**src/pri_regs.svh**
```systemverilog
// Notes on behaviour
// [RL1] after supply reaches threshold, all macrocell registers clear low within 1000 ns
// [RL2] after the clear, each output level follows its buffer's programmed polarity
// [RL3] outside logic keeps the device clock pin still during the power-up interval
// [RL4] outside logic meets input and feedback setup before the first clock edge
// [RL5] test preload forces any chosen register individually high or low
// [RL6] 64-bit user signature stays readable, even when copy protection is on
// [RL7] copy-protection fuse blocks pattern readback and preload, effective at once
// [RL8] programmer should set the copy-protection fuse as its final step
// [RL9] undriven input and I/O pins keep their last driven level, weakly
// [RL10] one shared sync and one async reset term, both cleared at power-up
// [RL11] power-up reset holds registers low for a set count before release
`ifndef PRI_REGS_SVH
`define PRI_REGS_SVH

`define PRI_CLK_PERIOD_NS  20
`define PRI_POR_TIME_NS    1000
`define PRI_POR_CYC        (`PRI_POR_TIME_NS / `PRI_CLK_PERIOD_NS)

`define PRI_NUM_MC         10
`define PRI_NUM_IN         12

`define PRI_OFF_CTRL       8'h00
`define PRI_OFF_POL        8'h04
`define PRI_OFF_COMB       8'h08
`define PRI_OFF_TOG        8'h0c
`define PRI_OFF_AR         8'h10
`define PRI_OFF_SR         8'h14
`define PRI_OFF_PRELOAD    8'h18
`define PRI_OFF_STATUS     8'h1c
`define PRI_OFF_SIG_LO     8'h20
`define PRI_OFF_SIG_HI     8'h24

`define PRI_CTRL_SECURE    0
`define PRI_PL_VAL_LSB     0
`define PRI_PL_SEL_LSB     16
`define PRI_ST_Q_LSB       0
`define PRI_ST_PIN_LSB     10
`define PRI_ST_POR_DONE    20
`define PRI_ST_SECURED     21

`define PRI_SIG_RST        64'h0000_0000_0000_0000

`endif

```
**src/pri_pkg.sv**
```systemverilog
package pri_pkg;

    typedef struct packed {
        logic [9:0]  pol;
        logic [9:0]  comb;
        logic [9:0]  tog;
        logic [11:0] ar_mask;
        logic [11:0] sr_mask;
    } pri_pattern_t;

    typedef enum logic [1:0] {
        PRI_POR_HOLD = 2'b01,
        PRI_POR_RUN  = 2'b10
    } pri_por_state_t;

endpackage : pri_pkg

```
**src/pri_keeper.sv**
```systemverilog
`timescale 1ns/1ns
module pri_keeper #(
    parameter int W = 1
) (
    input  wire logic         ref_clk_i,
    input  wire logic         rst_b_i,
    input  wire logic [W-1:0] pad_i,
    input  wire logic [W-1:0] drv_i,
    output logic      [W-1:0] lvl_o
);

    logic [W-1:0] hold_reg;

    // a stronger driver always wins; the keeper only remembers
    always_ff @(posedge ref_clk_i) begin
        if (!rst_b_i) begin
            hold_reg <= '0;
        end else begin
            hold_reg <= (drv_i & pad_i) | (~drv_i & hold_reg); // RL9
        end
    end

    assign lvl_o = (drv_i & pad_i) | (~drv_i & hold_reg); // RL9
endmodule : pri_keeper

```
**src/pri_core.sv**
```systemverilog
// Our own choices: register access over APB and the placing of the registers.
`timescale 1ns/1ns
`include "pri_regs.svh"
module pri_core
    import pri_pkg::*;
(
    input  wire logic        ref_clk_i,
    input  wire logic        rst_b_i,
    input  wire logic [7:0]  paddr_i,
    input  wire logic        psel_i,
    input  wire logic        penable_i,
    input  wire logic        pwrite_i,
    input  wire logic [31:0] pwdata_i,
    output logic      [31:0] prdata_o,
    output logic             pready_o,
    output logic             pslverr_o,
    input  wire logic        pld_clk_i,
    input  wire logic [11:0] in_pad_i,
    input  wire logic [11:0] in_drv_i,
    input  wire logic [9:0]  io_pad_i,
    input  wire logic [9:0]  io_drv_i,
    output logic      [9:0]  io_o,
    output logic      [9:0]  io_oe_o
);

    pri_por_state_t por_state_reg;
    logic [7:0]     por_cnt_reg;
    logic           por_done;
    logic           secured_reg;
    pri_pattern_t   pat_reg;
    logic [63:0]    sig_reg;
    logic [9:0]     q_reg;
    logic [9:0]     io_out_reg;
    logic           io_en_reg;
    logic           pld_clk_reg;
    logic           clk_edge;
    logic [11:0]    in_lvl;
    logic [9:0]     io_lvl;
    logic [9:0]     d_vec;
    logic [9:0]     q_eff;
    logic [9:0]     out_src;
    logic           ar_term;
    logic           sr_term;
    logic           acc;
    logic           wr_acc;
    logic           pl_acc;
    logic           pl_refused;
    logic           mapped;
    logic           pready_reg;
    logic [31:0]    rdata_reg;
    logic           err_reg;
    logic [31:0]    rd_mux;
    logic           rd_err;

    // ---------------- power-up reset sequencer
    always_ff @(posedge ref_clk_i) begin
        if (!rst_b_i) begin
            por_state_reg <= PRI_POR_HOLD;
            por_cnt_reg   <= 8'h00;
        end else begin
            unique case (por_state_reg)
                PRI_POR_HOLD: begin
                    por_cnt_reg <= por_cnt_reg + 8'h01;
                    if (por_cnt_reg == 8'(`PRI_POR_CYC - 1)) begin // RL11
                        por_state_reg <= PRI_POR_RUN;
                    end
                end
                PRI_POR_RUN: begin
                    por_cnt_reg <= por_cnt_reg;
                end
                default: begin
                    por_state_reg <= PRI_POR_HOLD;
                    por_cnt_reg   <= 8'h00;
                end
            endcase
        end
    end

    assign por_done = (por_state_reg == PRI_POR_RUN);

    // ---------------- pin keepers
    pri_keeper #(.W(`PRI_NUM_IN)) u_in_keep (
        .ref_clk_i (ref_clk_i),
        .rst_b_i   (rst_b_i),
        .pad_i     (in_pad_i),
        .drv_i     (in_drv_i),
        .lvl_o     (in_lvl)
    );

    // our own drive counts as a driver so the keeper tracks what we put out
    pri_keeper #(.W(`PRI_NUM_MC)) u_io_keep (
        .ref_clk_i (ref_clk_i),
        .rst_b_i   (rst_b_i),
        .pad_i     ((io_oe_o & io_o) | (~io_oe_o & io_pad_i)),
        .drv_i     (io_oe_o | io_drv_i),
        .lvl_o     (io_lvl)
    );

    // ---------------- logic array
    always_ff @(posedge ref_clk_i) begin
        if (!rst_b_i) begin
            pld_clk_reg <= 1'b0;
        end else begin
            pld_clk_reg <= pld_clk_i;
        end
    end

    // edges during the power-up interval are dropped; the board can still pulse the pin then
    assign clk_edge = pld_clk_i & ~pld_clk_reg & por_done; // RL3

    // a mask of zero switches a term off; terms are dead until power-up ends
    assign ar_term = por_done & (|pat_reg.ar_mask)
                   & (&(in_lvl | ~pat_reg.ar_mask)); // RL10
    assign sr_term = por_done & (|pat_reg.sr_mask)
                   & (&(in_lvl | ~pat_reg.sr_mask)); // RL10

    assign d_vec   = in_lvl[9:0] ^ (pat_reg.tog & q_reg);
    assign q_eff   = q_reg & ~{10{ar_term}};
    assign out_src = (pat_reg.comb & d_vec) | (~pat_reg.comb & q_eff);

    assign acc        = psel_i & penable_i & pready_reg;
    assign wr_acc     = acc & pwrite_i;
    assign pl_acc     = wr_acc & (paddr_i == `PRI_OFF_PRELOAD) & ~secured_reg;
    assign pl_refused = wr_acc & (paddr_i == `PRI_OFF_PRELOAD) & secured_reg;

    always_ff @(posedge ref_clk_i) begin
        if (!rst_b_i || !por_done) begin
            q_reg <= '0; // RL1
        end else if (ar_term) begin
            q_reg <= '0; // RL10
        end else if (pl_acc) begin
            // preload overrides a coincident clock edge on all bits; unchosen bits keep their value
            q_reg <= (q_reg & ~pwdata_i[`PRI_PL_SEL_LSB +: 10])
                   | (pwdata_i[`PRI_PL_VAL_LSB +: 10]
                      & pwdata_i[`PRI_PL_SEL_LSB +: 10]); // RL5
        end else if (clk_edge) begin
            q_reg <= sr_term ? 10'h000 : d_vec; // RL10
        end
    end

    // polarity applies from the clear onward, so inverted pins come up high
    always_ff @(posedge ref_clk_i) begin
        if (!rst_b_i) begin
            io_out_reg <= '0;
            io_en_reg  <= 1'b0;
        end else begin
            io_out_reg <= out_src ^ pat_reg.pol; // RL2
            io_en_reg  <= por_done;
        end
    end

    assign io_o    = io_out_reg;
    assign io_oe_o = {10{io_en_reg}};

    // ---------------- register file
    always_ff @(posedge ref_clk_i) begin
        if (!rst_b_i) begin
            secured_reg <= 1'b0;
        end else if (wr_acc && paddr_i == `PRI_OFF_CTRL && pwdata_i[`PRI_CTRL_SECURE]) begin
            secured_reg <= 1'b1; // RL7
        end
    end

    // pattern stays writable; only verify and preload are locked out
    always_ff @(posedge ref_clk_i) begin
        if (!rst_b_i) begin
            pat_reg <= '0; // RL10
        end else if (wr_acc) begin
            unique case (paddr_i)
                `PRI_OFF_POL:  pat_reg.pol     <= pwdata_i[9:0];
                `PRI_OFF_COMB: pat_reg.comb    <= pwdata_i[9:0];
                `PRI_OFF_TOG:  pat_reg.tog     <= pwdata_i[9:0];
                `PRI_OFF_AR:   pat_reg.ar_mask <= pwdata_i[11:0];
                `PRI_OFF_SR:   pat_reg.sr_mask <= pwdata_i[11:0];
                default:       pat_reg         <= pat_reg;
            endcase
        end
    end

    always_ff @(posedge ref_clk_i) begin
        if (!rst_b_i) begin
            sig_reg <= `PRI_SIG_RST;
        end else if (wr_acc && paddr_i == `PRI_OFF_SIG_LO) begin
            sig_reg[31:0] <= pwdata_i; // RL6
        end else if (wr_acc && paddr_i == `PRI_OFF_SIG_HI) begin
            sig_reg[63:32] <= pwdata_i; // RL6
        end
    end

    always_comb begin
        mapped = 1'b1;
        rd_mux = 32'h0000_0000;
        unique case (paddr_i)
            `PRI_OFF_CTRL:    rd_mux = {31'h0, secured_reg};
            `PRI_OFF_POL:     rd_mux = secured_reg ? 32'h0 : {22'h0, pat_reg.pol};     // RL7
            `PRI_OFF_COMB:    rd_mux = secured_reg ? 32'h0 : {22'h0, pat_reg.comb};    // RL7
            `PRI_OFF_TOG:     rd_mux = secured_reg ? 32'h0 : {22'h0, pat_reg.tog};     // RL7
            `PRI_OFF_AR:      rd_mux = secured_reg ? 32'h0 : {20'h0, pat_reg.ar_mask}; // RL7
            `PRI_OFF_SR:      rd_mux = secured_reg ? 32'h0 : {20'h0, pat_reg.sr_mask}; // RL7
            `PRI_OFF_PRELOAD: rd_mux = 32'h0;
            `PRI_OFF_STATUS:  rd_mux = {10'h0, secured_reg, por_done, io_lvl, q_eff};
            `PRI_OFF_SIG_LO:  rd_mux = sig_reg[31:0];  // RL6
            `PRI_OFF_SIG_HI:  rd_mux = sig_reg[63:32]; // RL6
            default:          mapped = 1'b0;
        endcase
        rd_err = ~mapped;
    end

    // one wait state so read data and the error flag come from flip-flops
    always_ff @(posedge ref_clk_i) begin
        if (!rst_b_i) begin
            pready_reg <= 1'b0;
            rdata_reg  <= 32'h0000_0000;
            err_reg    <= 1'b0;
        end else if (psel_i && penable_i && !pready_reg) begin
            pready_reg <= 1'b1;
            rdata_reg  <= pwrite_i ? 32'h0000_0000 : rd_mux;
            err_reg    <= rd_err | (pwrite_i & (paddr_i == `PRI_OFF_PRELOAD) & secured_reg);
        end else begin
            pready_reg <= 1'b0;
            rdata_reg  <= 32'h0000_0000;
            err_reg    <= 1'b0;
        end
    end

    assign pready_o  = pready_reg;
    assign prdata_o  = rdata_reg;
    assign pslverr_o = err_reg;
endmodule : pri_core

```
**config.mk**
```make
export PLATFORM = sky130hd
export DESIGN_NAME = pri_core
export DESIGN_NICKNAME = d
export VERILOG_FILES = /design/src/pri_pkg.sv /design/src/pri_keeper.sv /design/src/pri_core.sv
export VERILOG_INCLUDE_DIRS = /design/src
export SDC_FILE = /design/constraint.sdc
export NUM_CORES = 1
export LEC_CHECK = 0
export BUFFER_PORTS_ARGS = -buffer_cell sky130_fd_sc_hd__clkbuf_2
export CAP_MARGIN = 40
export CORE_MARGIN = 5
export CORE_UTILIZATION = 50
export DETAILED_ROUTE_END_ITERATION = 8
export GPL_ROUTABILITY_DRIVEN = 0
export PLACE_DENSITY = 0.75
export SLEW_MARGIN = 10
export SYNTH_ARGS = -nofsm -noshare
export SYNTH_HDL_FRONTEND = slang
export SYNTH_SLANG_ARGS = --single-unit
```
**constraint.sdc**
```tcl
create_clock -name ref_clk_i -period 1.6 [get_ports ref_clk_i]
set_input_delay 0.08 -clock ref_clk_i [delete_from_list [all_inputs] [get_ports ref_clk_i]]
set_output_delay 0.08 -clock ref_clk_i [all_outputs]
set_load 0.005 [all_outputs]
```
==> impl_metrics.csv <==
group,metric,value,unit
synthesis,async_flop_share,0,
cells_and_area,drive_gt1_frac,0.368,
power_and_ir_drop,p_leak,5.15,nW
detailed_routing,vias_per_cell,6.25,
setup_path,arrival,2.35,ns
synthesis,syn_inst,1030,
synthesis,yosysWarnings,0,
global_routing,antenna_found_initial,1,
run_status,status,"finished, violations left",
flow_run,maxCapViolCount,0,
floorplanning,dieHeight,146,um
setup_path,end_kind,"flop",
cells_and_area,layout_common_cells,"dfxtp_1, nand2_1, clkbuf_2",
sta,fin_ws,-0.335,ns
setup_path,required,2.01,ns
hold_path,holdPathStages,4,
floorplanning,coreArea,0.0180,mm2
setup_path,path_cells,"nor4_2 -> nand3_1 -> nand4_1 -> or3_4 -> nand2_1 -> buf_6 -> a211oi_1",
setup_path,slowest_delay,0.37,ns
detailed_routing,num_vias,9719,
floorplanning,die_w,146,um
sta,fin_crit,1.94,ns
synthesis,syn_area_per_cell,8.94,um2
sta,whs,0.0249,ns
setup_path,r2r_slack,-0.34,ns
detailed_routing,drtPass1Iterations,6,
global_routing,grt_overflow,0,
setup_path,crit_fanout,11,
cells_and_area,final_common_cell,"dfxtp_1",
sta,finalCritPeriodShare,1.21,
cts,cts_made_buffers,22,
cts,cts_sinks,207,
detailed_routing,routed_wl,36700,um
cts,cts_root_buffer,"clkbuf_16",
hold_path,hold_path.class,"in2reg",
cts,clock_latency,0.52,ns
sta,max_slew_margin,0.441,
setup_path,reg2reg_depth,7,
cells_and_area,num_antenna_cells,0,
floorplanning,placementRows,49,
floorplanning,die-area,0.0212,mm2
sta,maxClockFrequency,517,MHz
global_routing,grt_util_all_layers,0.282,
sta,timing.setup.tns,-9.74,ns
synthesis,ys_ff_latch,207,
synthesis,syn_nets,1122,
cells_and_area,largest_reg_flops,64,
setup_path,worstSetupPathType,"reg2reg",
synthesis,synth_flop_cell,"dfxtp_1",
cells_and_area,nets,1405,
sta,final_max_slew_viol_count,0,
synthesis,syn-cell-area,0.00921,mm2
cts,clk_path_buf_depth,3,
synthesis,ys_seq_area_frac,0.450,
sta,setup_viol,88,
global_routing,grt_max_degree,92,
cts,cts_tree,"done",
setup_path,path_depth,7,
cts,htreeDepth,1,
synthesis,synth_edf_count,0,
setup_path,critPathBufInv,1,
global_routing,grt_pass1_vias,8927,
placement,dp_slack,-0.266,ns
sta,rsz0062_at_grt,"true",
sta,skew,0.00969,ns
setup_path,start_kind,"flop",
run_status,violations,"setup timing",
placement,hpwl,21100,um
synthesis,ys_types,47,
cells_and_area,area_delta_synth_final,46.8,%
sta,hold_viol,0,
global_routing,grt_first_pass_wirelength,49200,um
sta,tightest_slew,0.838,ns
detailed_routing,drt_iter0_markers,1273,
detailed_routing,drcViolationCount,0,
power_and_ir_drop,irDropWorstVdd,0.000945,V
floorplanning,initial_core_util,0.511,
setup_path,cp_top_family,"simple AND/OR/NAND/NOR gates",
setup_path,cp_slowest_cell,"dfxtp_1",
floorplanning,ioPinCount,144,
power_and_ir_drop,power_density,824,mW/mm2
detailed_routing,wl_per_cell,23.6,um
placement,port_buffers,143,
cts,path_clk_slew,0.07,ns
detailed_routing,drtAntennaViolNets,0,
## metal layers
metal  part of all wire  vias up  global-route usage
li1                   -     4173                   -
met1               0.36     4513               0.368
met2               0.46      827               0.462
met3               0.12      206              0.0564
met4              0.062        0               0.107
met5                  0        -                   0
## area by class of cell
class	count	area, um2
clock buffer	29	617
clock inverter	9	86.3
fill	1148	4510
inverter	14	52.6
multi-input combinational	726	5490
sequential	207	4160
tap	229	287
timing repair buffer	342	2820
## per-stage QoR
step	cells	util	power, mW	cell area (um2)
after global routing	1556	0.750	11.4	13500
after detailed placement	1441	0.611	5.98	11000
after floorplan	1030	-	5.61	9220
after global placement	1441	0.611	5.97	11000
after CTS	1536	0.704	11.0	12700
final	1556	0.750	11.1	13500
## cells by family after synthesis
| group | count (synthesis) | synth area share |
|---|---|---|
| AOI/OAI and AO/OA | 245 | 0.191 |
| buffers and inverters | 97 | 0.0477 |
| xor gates and xnor gates | 15 | 0.0143 |
| muxes | 77 | 0.0837 |
| DFF | 207 | 0.450 |
| and+or+nand+nor | 387 | 0.210 |
| adders and majority gates | 2 | 0.00272 |
## path summary, 6_finish.rpt
kind | start | endpoint
max | pat_reg[15] | flop
min | in_pad_i[11] | u_in_keep.hold_reg[11]
min reg2reg | sig_reg[46] | sig_reg[46]
max reg2reg | pat_reg[15] | flop
## worst register-to-register path, delay by kind of cell, from the launching register on
family	cells	cell delay, ns
simple gates	5	1.01
flops	1	0.37
buf+inv	1	0.16
compound gates	1	0.29
## report_power, final
part / leakage (nW) / internal [mW] / switching [mW]
registers: 1.68 / 5.20 / 0.0254
logic: 3.13 / 0.410 / 0.458
clock network: 0.344 / 2.88 / 2.17
total: 5.15 / 8.48 / 2.65
## Yosys cell counts, drive strengths merged, types with 12 or more instances
library cell  instances  area, um2
o21ai                16       80.1
buf                  32        195
and3                 12       75.1
nor2b                73        457
nor2                 36        145
a221oi               14        123
a22o                 12        105
a21boi               64        480
nand3                16       80.1
a21oi                37        185
nand2b               14       87.6
clkbuf               51        191
inv                  14       52.6
mux2i                77        771
nand2               184        693
and2                 16        100
xor2                 15        131
dfxtp               207       4140
a22oi                40        300
## what timing repair did
item                                    CTS  global route
hold endpoints to repair                 66             0
pin swaps                                26            44
hold buffers                             34             0
gates cloned                              4            13
endpoints found under the setup margin   70           145
gates resized for setup                 100           146
setup buffers                            19            13
Power figures use the tool's default switching activity.
